`config.mk`:
```
export PLATFORM = sky130hd
export DESIGN_NAME = ccog_top
export DESIGN_NICKNAME = d
export VERILOG_FILES = /design/src/rtl/ccog_out_div.v /design/src/rtl/ccog_top.v
export VERILOG_INCLUDE_DIRS = /design/src /design/src/rtl
export SDC_FILE = /design/constraint.sdc
export NUM_CORES = 1
export LEC_CHECK = 0
export ABC_AREA = 1
export BUFFER_PORTS_ARGS = -buffer_cell sky130_fd_sc_hd__buf_2
export CAP_MARGIN = 20
export CORE_ASPECT_RATIO = 1.4
export CORE_MARGIN = 1
export CORE_UTILIZATION = 45
export DETAILED_ROUTE_END_ITERATION = 16
export PLACE_DENSITY = 0.77
export SYNTH_ARGS = -nofsm -noshare
export SYNTH_HDL_FRONTEND = slang
export SYNTH_HIERARCHICAL = 1
export SYNTH_SLANG_ARGS = --single-unit
```
`constraint.sdc`:
```
create_clock -name pclk -period 2.85 [get_ports pclk]
set_input_delay 0.4275 -clock pclk [delete_from_list [all_inputs] [get_ports pclk]]
set_output_delay 0.4275 -clock pclk [all_outputs]
set_load 0.05 [all_outputs]
```
`src/rtl/ccog_map.vh`:
```
// Register map, field positions and reset values of the clock output,
// trim and clock event interrupt block.
// Assumes a 32-bit APB slave; every register takes one aligned word.
`ifndef CCOG_MAP_VH
`define CCOG_MAP_VH

// ***************************************************************
// Register byte offsets
// ***************************************************************
`define CCOG_ADDR_W              8
`define CCOG_OFS_FLAGS           8'h00
`define CCOG_OFS_IRQ_EN          8'h04
`define CCOG_OFS_OUT_CTRL        8'h08
`define CCOG_OFS_TRIM            8'h0C
`define CCOG_OFS_PROTECT         8'h10

// ***************************************************************
// Event flag and enable layout (same for both registers)
// ***************************************************************
`define CCOG_EVT_W               6
`define CCOG_EVT_MASK            6'h37
`define CCOG_BIT_INT_STABLE      0
`define CCOG_BIT_SLOW_STABLE     1
`define CCOG_BIT_FAST_STABLE     2
`define CCOG_BIT_TRIM_DONE       4
`define CCOG_BIT_SLOW_STOP       5

// ***************************************************************
// Output control layout
// ***************************************************************
`define CCOG_BIT_OUT_EN          0
`define CCOG_SRC_LSB             2
`define CCOG_SRC_MSB             3
`define CCOG_DIV_LSB             4
`define CCOG_DIV_MSB             6
`define CCOG_SRC_INT             2'h0
`define CCOG_SRC_SLOW            2'h1
`define CCOG_SRC_FAST            2'h2
`define CCOG_SRC_SYS             2'h3
`define CCOG_OUT_CTRL_RST        7'h00

// ***************************************************************
// Trim layout and write protection
// ***************************************************************
`define CCOG_INT_TRIM_LSB        0
`define CCOG_INT_TRIM_MSB        5
`define CCOG_FAST_TRIM_LSB       8
`define CCOG_FAST_TRIM_MSB       12
`define CCOG_PROTECT_KEY         16'h0096
`define CCOG_BIT_UNLOCKED        0

`endif

```
`src/rtl/ccog_out_div.v`:
```
// Clock output source selector and divider.
// Assumes the four source clock levels are sampled synchronously to pclk
// and are at most a quarter of the pclk rate.
`timescale 1ns/100ps
`include "ccog_map.vh"

module ccog_out_div #(
    parameter CNT_W = 14
) (
    input  wire       pclk,
    input  wire       presetn,
    input  wire       clk_en,
    input  wire [3:0] src_level,
    input  wire [1:0] src_sel,
    input  wire [2:0] div_code,
    input  wire       out_en,
    input  wire       standby,
    output reg        clk_out
);

    // ***************************************************************
    // Half period in source edges, minus one
    // ***************************************************************
    function [CNT_W-1:0] half_limit;
        input [1:0] sel;
        input [2:0] code;
        reg   [15:0] ratio;
        begin
            ratio = 16'h0001;
            if (sel == `CCOG_SRC_SLOW) begin
                case (code)
                    3'h4:    ratio = 16'h0100;
                    3'h5:    ratio = 16'h0400;
                    3'h6:    ratio = 16'h1000;
                    3'h7:    ratio = 16'h8000;
                    default: ratio = 16'h0001 << code;
                endcase
            end else begin
                ratio = 16'h0001 << code;
            end
            half_limit = ratio[CNT_W:1] - {{(CNT_W-1){1'b0}}, 1'b1};
        end
    endfunction

    reg  [3:0]       src_q_reg;
    reg              sel_prev_reg;
    reg  [CNT_W-1:0] cnt_reg;
    reg              tog_reg;
    reg  [4:0]       cfg_prev_reg;
    wire             sel_level = src_q_reg[src_sel];
    wire             rise      = sel_level & ~sel_prev_reg;
    wire             bypass    = (div_code == 3'h0);
    wire             reserved  = (src_sel == `CCOG_SRC_SYS) && !bypass;
    wire             stopped   = (src_sel == `CCOG_SRC_SYS) && standby;
    wire [4:0]       cfg_now   = {src_sel, div_code};

    // Edge counting divider; restarts when source or ratio changes
    always @(posedge pclk or negedge presetn) begin
        if (!presetn) begin
            src_q_reg    <= 4'h0;
            sel_prev_reg <= 1'b0;
            cnt_reg      <= {CNT_W{1'b0}};
            tog_reg      <= 1'b0;
            cfg_prev_reg <= 5'h00;
        end else if (clk_en) begin
            src_q_reg    <= src_level;
            sel_prev_reg <= sel_level;
            cfg_prev_reg <= cfg_now;
            if (cfg_now != cfg_prev_reg) begin
                cnt_reg <= {CNT_W{1'b0}};
                tog_reg <= 1'b0;
            end else if (rise) begin
                if (cnt_reg == half_limit(src_sel, div_code)) begin
                    cnt_reg <= {CNT_W{1'b0}};
                    tog_reg <= ~tog_reg;
                end else begin
                    cnt_reg <= cnt_reg + {{(CNT_W-1){1'b0}}, 1'b1};
                end
            end
        end
    end

    // Output gate; enable acts at once, so a short pulse is possible
    always @(posedge pclk or negedge presetn) begin
        if (!presetn) begin
            clk_out <= 1'b0;
        end else if (clk_en) begin
            if (!out_en || reserved || stopped) begin
                clk_out <= 1'b0;
            end else if (bypass) begin
                clk_out <= sel_level;
            end else begin
                clk_out <= tog_reg;
            end
        end
    end

endmodule

```
`src/rtl/ccog_top.v`:
```
// Clock output, oscillator trim and clock event interrupt block.
// Assumes an APB master on pclk and event pulses synchronous to pclk.
//
// Overview of operation
// Two enable bits gate the slow oscillator stop and internal trim done interrupts.
// Bits 2, 1 and 0 of the enable register gate fast, slow and internal stable events.
// Each event flag is set by its event and cleared only by writing one to it.
// The interrupt line is high while any flag is set together with its enable bit.
// The two-bit source field picks internal, slow, fast or system clock for the output.
// For internal and fast sources the divide code n divides by two to the power n.
// The slow source divides by 1, 2, 4, 8, 256, 1024, 4096, 32768; system only by 1.
// With the system clock selected the output stops during sleep or halt standby.
// The output enable bit drives the divided clock out when set and blocks it when clear.
// The enable is not aligned to the output clock, so a short pulse may appear.
// A five-bit trim field raises the fast oscillator frequency as its value rises.
// A six-bit trim field raises the internal oscillator frequency as its value rises.
// Both trim fields take factory values after reset and are writable only when unlocked.
// Software changes a trim field only while the trimmed oscillator is stopped.
`timescale 1ns/100ps
`include "ccog_map.vh"

module ccog_top #(
    parameter DIV_CNT_W = 14
) (
    input  wire        pclk,
    input  wire        presetn,
    input  wire        clk_en,
    input  wire        psel,
    input  wire        penable,
    input  wire        pwrite,
    input  wire [31:0] paddr,
    input  wire [31:0] pwdata,
    output reg  [31:0] prdata,
    output reg         pready,
    output reg         pslverr,
    input  wire        slow_osc_stop_evt,
    input  wire        int_osc_trim_done_evt,
    input  wire        fast_osc_stable_evt,
    input  wire        slow_osc_stable_evt,
    input  wire        int_osc_stable_evt,
    input  wire        internal_osc_clock,
    input  wire        low_speed_clock,
    input  wire        high_speed_clock,
    input  wire        system_clock,
    input  wire        standby_mode,
    input  wire [4:0]  fast_osc_trim_fuse,
    input  wire [5:0]  int_osc_trim_fuse,
    output reg  [4:0]  fast_osc_trim,
    output reg  [5:0]  int_osc_trim,
    output reg         clock_irq,
    output wire        external_clock_output
);

    // ***************************************************************
    // State
    // ***************************************************************
    reg  [`CCOG_EVT_W-1:0] clock_event_flags_reg;
    reg  [`CCOG_EVT_W-1:0] clock_event_flags_next;
    reg  [`CCOG_EVT_W-1:0] clock_event_irq_enable_reg;
    reg  [2:0]             out_clock_divide_reg;
    reg  [1:0]             out_clock_source_reg;
    reg                    out_clock_enable_reg;
    reg                    unlocked_reg;
    reg                    trim_loaded_reg;
    reg  [31:0]            rdata_next;
    reg                    rerr_next;
    wire [`CCOG_EVT_W-1:0] evt_in;
    wire [`CCOG_ADDR_W-1:0] addr;
    wire                   setup;
    wire                   access;
    wire                   wr;
    wire                   wr_flags;
    wire                   wr_en;
    wire                   wr_ctrl;
    wire                   wr_trim;
    wire                   wr_prot;
    wire                   high_zero;

    // ***************************************************************
    // APB decode
    // ***************************************************************
    // Registers sit at word offsets below 0x20; higher address bits must be zero
    assign addr      = paddr[`CCOG_ADDR_W-1:0];
    assign high_zero = (paddr[31:`CCOG_ADDR_W] == 24'h000000) && (paddr[1:0] == 2'h0);
    assign setup     = psel && !penable;
    // Access completes only at the edge where our registered pready is high
    assign access    = psel && penable && pready;
    assign wr        = access && pwrite && !pslverr;
    assign wr_flags  = wr && (addr == `CCOG_OFS_FLAGS);
    assign wr_en     = wr && (addr == `CCOG_OFS_IRQ_EN);
    assign wr_ctrl   = wr && (addr == `CCOG_OFS_OUT_CTRL);
    assign wr_trim   = wr && (addr == `CCOG_OFS_TRIM);
    assign wr_prot   = wr && (addr == `CCOG_OFS_PROTECT);

    // Read mux and error decision, captured during the setup cycle
    always @* begin
        rdata_next = 32'h0000_0000;
        rerr_next  = 1'b0;
        if (!high_zero) begin
            rerr_next = 1'b1;
        end else begin
            case (addr)
                `CCOG_OFS_FLAGS: begin
                    rdata_next[`CCOG_EVT_W-1:0] = clock_event_flags_reg;
                end
                `CCOG_OFS_IRQ_EN: begin
                    rdata_next[`CCOG_EVT_W-1:0] = clock_event_irq_enable_reg;
                end
                `CCOG_OFS_OUT_CTRL: begin
                    rdata_next[`CCOG_DIV_MSB:`CCOG_DIV_LSB] = out_clock_divide_reg;
                    rdata_next[`CCOG_SRC_MSB:`CCOG_SRC_LSB] = out_clock_source_reg;
                    rdata_next[`CCOG_BIT_OUT_EN]            = out_clock_enable_reg;
                end
                `CCOG_OFS_TRIM: begin
                    rdata_next[`CCOG_FAST_TRIM_MSB:`CCOG_FAST_TRIM_LSB] = fast_osc_trim;
                    rdata_next[`CCOG_INT_TRIM_MSB:`CCOG_INT_TRIM_LSB]   = int_osc_trim;
                end
                `CCOG_OFS_PROTECT: begin
                    rdata_next[`CCOG_BIT_UNLOCKED] = unlocked_reg;
                end
                default: begin
                    rerr_next = 1'b1;
                end
            endcase
        end
    end

    // Bus answer flops; one fixed wait-free access phase per transfer
    always @(posedge pclk or negedge presetn) begin
        if (!presetn) begin
            prdata  <= 32'h0000_0000;
            pready  <= 1'b0;
            pslverr <= 1'b0;
        end else if (clk_en) begin
            if (setup) begin
                pready  <= 1'b1;
                pslverr <= rerr_next;
                prdata  <= pwrite ? 32'h0000_0000 : rdata_next;
            end else if (access) begin
                pready  <= 1'b0;
                pslverr <= 1'b0;
                prdata  <= 32'h0000_0000;
            end
        end
    end

    // ***************************************************************
    // Event flags and interrupt
    // ***************************************************************
    assign evt_in = {slow_osc_stop_evt, int_osc_trim_done_evt, 1'b0,
                     fast_osc_stable_evt, slow_osc_stable_evt, int_osc_stable_evt};

    // Write-one clears; a new event in the same cycle keeps the flag set
    always @* begin
        clock_event_flags_next = clock_event_flags_reg;
        if (wr_flags) begin
            clock_event_flags_next = clock_event_flags_next &
                                     ~pwdata[`CCOG_EVT_W-1:0];
        end
        clock_event_flags_next = (clock_event_flags_next | evt_in) & `CCOG_EVT_MASK;
    end

    always @(posedge pclk or negedge presetn) begin
        if (!presetn) begin
            clock_event_flags_reg      <= 6'h00;
            clock_event_irq_enable_reg <= 6'h00;
            clock_irq                  <= 1'b0;
        end else if (clk_en) begin
            clock_event_flags_reg <= clock_event_flags_next;
            if (wr_en) begin
                // Only the five defined enable bits are stored
                clock_event_irq_enable_reg <= pwdata[`CCOG_EVT_W-1:0] & `CCOG_EVT_MASK;
            end
            // Level from next-state values so the line tracks flags with no lag
            clock_irq <= |(clock_event_flags_next &
                           (wr_en ? (pwdata[`CCOG_EVT_W-1:0] & `CCOG_EVT_MASK)
                                  : clock_event_irq_enable_reg));
        end
    end

    // ***************************************************************
    // Output clock control
    // ***************************************************************
    always @(posedge pclk or negedge presetn) begin
        if (!presetn) begin
            out_clock_divide_reg <= 3'h0;
            out_clock_source_reg <= 2'h0;
            out_clock_enable_reg <= 1'b0;
        end else if (clk_en) begin
            if (wr_ctrl) begin
                out_clock_divide_reg <= pwdata[`CCOG_DIV_MSB:`CCOG_DIV_LSB];
                out_clock_source_reg <= pwdata[`CCOG_SRC_MSB:`CCOG_SRC_LSB];
                out_clock_enable_reg <= pwdata[`CCOG_BIT_OUT_EN];
            end
        end
    end

    ccog_out_div #(
        .CNT_W (DIV_CNT_W)
    ) u_out_div (
        .pclk      (pclk),
        .presetn   (presetn),
        .clk_en    (clk_en),
        .src_level ({system_clock, high_speed_clock, low_speed_clock, internal_osc_clock}),
        .src_sel   (out_clock_source_reg),
        .div_code  (out_clock_divide_reg),
        .out_en    (out_clock_enable_reg),
        .standby   (standby_mode),
        .clk_out   (external_clock_output)
    );

    // ***************************************************************
    // Write protection and trim
    // ***************************************************************
    // Key write unlocks, any other value locks again
    always @(posedge pclk or negedge presetn) begin
        if (!presetn) begin
            unlocked_reg <= 1'b0;
        end else if (clk_en) begin
            if (wr_prot) begin
                unlocked_reg <= (pwdata[15:0] == `CCOG_PROTECT_KEY);
            end
        end
    end

    // Fuse values are caught after reset release, never under reset itself.
    // Software must stop the oscillator first; nothing here checks that.
    always @(posedge pclk or negedge presetn) begin
        if (!presetn) begin
            trim_loaded_reg <= 1'b0;
            fast_osc_trim   <= 5'h00;
            int_osc_trim    <= 6'h00;
        end else if (clk_en) begin
            if (!trim_loaded_reg) begin
                trim_loaded_reg <= 1'b1;
                fast_osc_trim   <= fast_osc_trim_fuse;
                int_osc_trim    <= int_osc_trim_fuse;
            end else if (wr_trim && unlocked_reg) begin
                // relied upon: oscillator is idle while trim changes
                fast_osc_trim <= pwdata[`CCOG_FAST_TRIM_MSB:`CCOG_FAST_TRIM_LSB];
                int_osc_trim  <= pwdata[`CCOG_INT_TRIM_MSB:`CCOG_INT_TRIM_LSB];
            end
        end
    end

endmodule

```
Yosys cells after proc, flatten, opt, wreduce, memory -nomap -nowiden
Index checks and enable logic that the tools add are counted.

Logic and storage cells: 115. Register bits after elaboration: 91. Input port bits: 91. Output and inout port bits: 47.

Order comparisons: 1. Reduce and logical (&&, ||, !) cells: 35. Muxes and demuxes: 36. Add/sub/neg operators: 2. Shift operators: 1. Equality and inequality tests: 14. Bitwise logic cells: 7.

Operator list (number): 32-bit 2-to-1 mux (2); 15-bit 2-to-1 mux (4); 15-bit case mux with 4 select lines (1); 14-bit 2-to-1 mux (3); 24-bit logical NOT (1); 6-bit 2-to-1 mux (4); 5-bit 2-to-1 mux (4); 16-bit by 8-bit == test with 1-bit output (second input constant) (1); 8-bit by 4-bit == test with 1-bit output (second input constant) (2); 4-bit case mux with 4 select lines (1); 1-bit by 3-bit left shift with 15-bit output (first input constant) (1); 14-bit by 1-bit adder with 14-bit output (second input constant) (1); 14-bit == test (1); 1-bit logical AND (14); 14-bit by 1-bit subtractor with 14-bit output (second input constant) (1); 13-bit 2-to-1 mux (1); 6-bit bitwise AND (2); 3-bit == test (second input constant) (4); 1-bit 2-to-1 mux (12); 2-bit AND reduction (5); 8-bit by 3-bit == test with 1-bit output (second input constant) (1); 8-bit by 5-bit == test with 1-bit output (second input constant) (1); 8-bit logical NOT (1); 7-bit 2-to-1 mux (1); 20 further kinds (27).

Logic depth before layout (Yosys ltp)
Depth after elaboration: 11. Mapped depth: 17. Depth with buffers taken out: 16.

Cells and area by module
The synthesis kept the hierarchy.

By module, submodules not included: ccog_top (instances 1, cells each 349, sequential area each 1101.1 um^2, area each 2643.8 um^2); ccog_out_div (instances 1, cells each 273, sequential area each 650.6 um^2, area each 1854.3 um^2).

Least setup slack after synthesis
No wires, ideal clock.

Kind: register -> register. Start: register out_clock_divide_reg[2]. End: register u_out_div.cnt_reg[9]. Period minus slack after synthesis: 2.076 ns. Slack: 0.774 ns. Data arrival time: 1.957 ns. Stages on the path, launching flop included: 14. Buffers on the path: 2. Setup time: 0.120 ns. Data required time: 2.730 ns. Path through: dfrtp_1 > buf_6 > inv_2 > nand3_1 > ha_1 > xor2_1 > nand3_1 > nor2_1 > nand2_1 > nor2_2 > nand3_2 > a21oi_2 > buf_6 > nor2_1.

Word-level cells in the longest chain between the ends: 11. Elaborated cells between the ends (all ways): 18. Classes of those cells: add/sub: 1; eq/ne: 6; shift: 1; mux: 8; reduce/logical: 2.

Ends and longest elaborated chain: start, declared (line ccog_top.v:60) `reg [2:0] out_clock_divide_reg;`; start signal, assigned (line ccog_top.v:191) `` out_clock_divide_reg <= pwdata[`CCOG_DIV_MSB:`CCOG_DIV_LSB]; ``; 3-bit == test or 1-bit by 3-bit left shift with 15-bit output (tied branches) (line ccog_out_div.v:31, ccog_out_div.v:36, ccog_out_div.v:39); 15-bit case mux with 4 select lines (line ccog_out_div.v:31) `case (code)`; 15-bit 2-to-1 mux (line ccog_out_div.v:30) `` if (sel == `CCOG_SRC_SLOW) begin ``; 15-bit 2-to-1 mux (line ccog_out_div.v:72) `end else if (rise) begin`; 15-bit 2-to-1 mux (line ccog_out_div.v:69) `if (cfg_now != cfg_prev_reg) begin`; 15-bit 2-to-1 mux (line ccog_out_div.v:65) `end else if (clk_en) begin`; 14-bit by 1-bit subtractor with 14-bit output (line ccog_out_div.v:41) `half_limit = ratio[CNT_W:1] - {{(CNT_W-1){1'b0}}, 1'b1};`; 14-bit == test (line ccog_out_div.v:73) `if (cnt_reg == half_limit(src_sel, div_code)) begin`; 14-bit 2-to-1 mux (line ccog_out_div.v:73); 14-bit 2-to-1 mux (line ccog_out_div.v:72); 14-bit 2-to-1 mux (line ccog_out_div.v:69); end signal, assigned (line ccog_out_div.v:70) `cnt_reg <= {CNT_W{1'b0}};`; end signal, assigned (line ccog_out_div.v:74) `cnt_reg <= {CNT_W{1'b0}};`; end signal, assigned (line ccog_out_div.v:77) `cnt_reg <= cnt_reg + {{(CNT_W-1){1'b0}}, 1'b1};`; end, declared (line ccog_out_div.v:47) `reg [CNT_W-1:0] cnt_reg;`.

Parallel ways exist; a longest one is shown, timed or not. The select of a mux whose other input is x is not followed. A chain may end at the register's enable or synchronous reset.

Worst setup path after layout
Start: register out_clock_divide_reg[1]. End: register u_out_div.cnt_reg[11].

Same word-level chain as after synthesis.

==> metrics <==
outcome finished clean; area fraction of the dominant cell type after synthesis 38.9%; total length of routed wires ~12 mm; mean post-synth cell area 7.23 um2; commonest non-fill, non-tap cell in the layout sky130_fd_sc_hd__nand2_1; filler cell count between 900 and 1000; Clock Sink Count 70; number of instances resized during post-cts repair 0; CP required approximately 3100 ps; Final #Nets 817; setup bufs post-CTS 0; Final setup violation count 0; Ant. Diodes 0; Max Fanout on Critical Path 12; kind of start point of the critical path flop; setup repair after global routing missed its margin no; cell type with the largest total area after synthesis sky130_fd_sc_hd__dfrtp_1; worst-case headroom to the max-slew limit about two fifths; Min Clock Period, post-route around 2400 ps; register bit count reported by yosys 70; Async S/R FF share, synth between 90% and 100%; largest buffer count on any clock path 2; cell types occupying the most area after synthesis sky130_fd_sc_hd__dfrtp_1 (39%), sky130_fd_sc_hd__nand2_1 (17%), sky130_fd_sc_hd__nand3_1 (5.8%); pin count of the biggest net entering global routing 71; sequential cell area fraction in the yosys report around two fifths; Die Y-Extent 120 um; fraction of final layout cells sized beyond drive strength 1 24.1%; antenna violations before repair 0; count of unique library cells instantiated by Yosys 42; EDFF count, synth 0; power density over cell area around 510 mW/mm2; Yosys warning total 6; starting utilization of the core area 47.0%; maximum VDD drop ~0.44 mV; violation count after the first detailed-route iteration 244; die extent in x around 86 um; number of buffers created by CTS 9; commonest register cell after synthesis sky130_fd_sc_hd__dfrtp_1; Antenna Nets Post-Route 0; Post-CTS Hold Fix Bufs 0; Placeable Area roughly 0.0096 mm2; area enclosed by the die boundary approximately 0.010 mm2; number of failing hold endpoints at the final stage 0; hpwl dp between 8 and 9 mm; critical path arrival 2590 ps; share of the core filled with cells a little under three fifths; static leakage 0.00292 uW; detailed-router iteration count before antenna repair 6; Worst setup EP type flop; Maximum Capacitance Violations 0; Tightest Hold Check Type in2async; Mapped Cells 622; count of standard-cell rows 42; wire length per cell between 10 and 15 um; final estimated routing congestion in global placement approximately 0.93; clock root cell sky130_fd_sc_hd__clkbuf_16; netlist area before placement ~0.0045 mm2; Critical Setup Path Class reg2reg; flip-flop count of the largest register, all copies and words added 14; highest-count cells in the layout ignoring fill and taps sky130_fd_sc_hd__nand2_1 (199), sky130_fd_sc_hd__buf_2 (101), sky130_fd_sc_hd__dfrtp_1 (70), sky130_fd_sc_hd__inv_1 (61); Total GRT Usage 24.0%; via count normalized by instance count ~5.1; global-route wire length before repair 19.3 mm; remaining routing DRC violations 0; clock transition at the registers of the reported paths around 60 ps; slew at the pin closest to its max-slew limit 881 ps; TritonCTS clock tree yes; count of final max-slew check failures 0; Setup TNS Final 0 ps; CTS H-tree depth 3; Clk Latency, worst-skew pair between 300 and 400 ps; via count of the first global-routing pass about 4300; synth-to-layout area growth 18.7%; final clock period utilization by the worst path ~83%; Port-buffer cells a little over 100; Highest Clock Rate between 0.4 and 0.5 GHz; setup skew after layout approximately 7 ps; number of ports placed on the die boundary approximately 140; count of vias placed by the detailed router around 4300; total congestion overflow 0
-- Yosys cell counts, types with 8 or more instances --
| cell type | instances |
|---|---|
| sky130_fd_sc_hd__nand2_1 | 199 |
| sky130_fd_sc_hd__dfrtp_1 | 70 |
| sky130_fd_sc_hd__inv_1 | 61 |
| sky130_fd_sc_hd__nand3_1 | 52 |
| sky130_fd_sc_hd__nor2_1 | 52 |
| sky130_fd_sc_hd__buf_4 | 21 |
| sky130_fd_sc_hd__o21ai_0 | 21 |
| sky130_fd_sc_hd__nand4_1 | 13 |
| sky130_fd_sc_hd__nor2_2 | 13 |
| sky130_fd_sc_hd__o21ai_1 | 12 |
| sky130_fd_sc_hd__nand2_2 | 9 |
| sky130_fd_sc_hd__a21oi_1 | 8 |
| sky130_fd_sc_hd__xor2_1 | 8 |
-- layer usage --
layer | wire length, um | track usage (%) | vias up
met3 | 396 | 4.16 | 36
li1 | - | - | 2160
met1 | 4510 | 25.8 | 2045
met5 | 0 | 0 | -
met2 | 6230 | 43.8 | 108
met4 | 421 | 13.0 | 0
-- worst paths after layout --
path / startpoint / end / slack, ps / cells after the start
min in group pclk: internal_osc_clock / u_out_div/src_q_reg[0]$_DFFE_PN0P_ / 310 / 3
worst min register to register: prdata[4]$_DFFE_PN0P_ / prdata[4]$_DFFE_PN0P_ / 480 / 2
max in group asynchronous: presetn / prdata[2]$_DFFE_PN0P_ / 1980 / 2
worst min-delay path: presetn / u_out_div/src_q_reg[0]$_DFFE_PN0P_ / 290 / 2
worst max register to register: out_clock_divide_reg[1]$_DFFE_PN0P_ / u_out_div/cnt_reg[11]$_DFFE_PN0P_ / 480 / 15
worst max-delay path: out_clock_divide_reg[1]$_DFFE_PN0P_ / u_out_div/cnt_reg[11]$_DFFE_PN0P_ / 480 / 15
-- cell families (layout without fill, tap and decap cells) --
logic type	after synthesis	after routing	synth area share (%)
and+or+nand+nor	362	362	36.5
other	1	20	0.0834
xor gates and xnor gates	12	12	2.34
DFF	70	70	38.9
AOI/OAI and AO/OA	67	67	9.21
buffers and inverters	103	191	11.3
adders and majority gates	2	2	0.556
muxes	5	5	1.11
-- report_power, final --
group          switching [uW]  total, uW  internal (uW)
clock                     423       1120            697
sequential               74.0       1140           1070
combinational             318        471            153
-- worst max-delay path, cell delays in order (launching register included) --
cell                      delay (ps)
sky130_fd_sc_hd__dfrtp_1         530
sky130_fd_sc_hd__inv_1           160
sky130_fd_sc_hd__nand3_1         140
sky130_fd_sc_hd__ha_1            200
sky130_fd_sc_hd__inv_1            70
sky130_fd_sc_hd__nor2_2          180
sky130_fd_sc_hd__nand3_1         110
sky130_fd_sc_hd__nand2_1          70
sky130_fd_sc_hd__nand2_1          40
sky130_fd_sc_hd__inv_1            40
sky130_fd_sc_hd__nand2_1          50
sky130_fd_sc_hd__nor2_2          120
sky130_fd_sc_hd__nand3_2         100
sky130_fd_sc_hd__a21oi_2         130
sky130_fd_sc_hd__buf_4           230
sky130_fd_sc_hd__nor2_1           70
-- per-stage QoR --
stage	worst slack, ps	total power [uW]	instance area [um2]	instances	hold WS, ps
after global routing	177	2850	5340	861	307
after detailed placement	527	1630	5040	845	462
after CTS	502	2750	5340	861	298
after floorplan	774	1490	4570	641	132
final	477	2730	5340	861	288
after global placement	575	1610	5040	845	461
-- layout make-up --
type / instances / area, um2 / share of cell area, %
Multi-Input combinational cell: 468 / 2310 / 43.3
Tap cell: 132 / 165 / 3.09
Inverter: 67 / 251 / 4.71
Sequential cell: 70 / 1750 / 32.8
Clock buffer: 10 / 239 / 4.48
Timing Repair Buffer: 108 / 558 / 10.5
Clock inverter: 6 / 61.3 / 1.15
No activity file was read; power rests on OpenSTA's default activity.
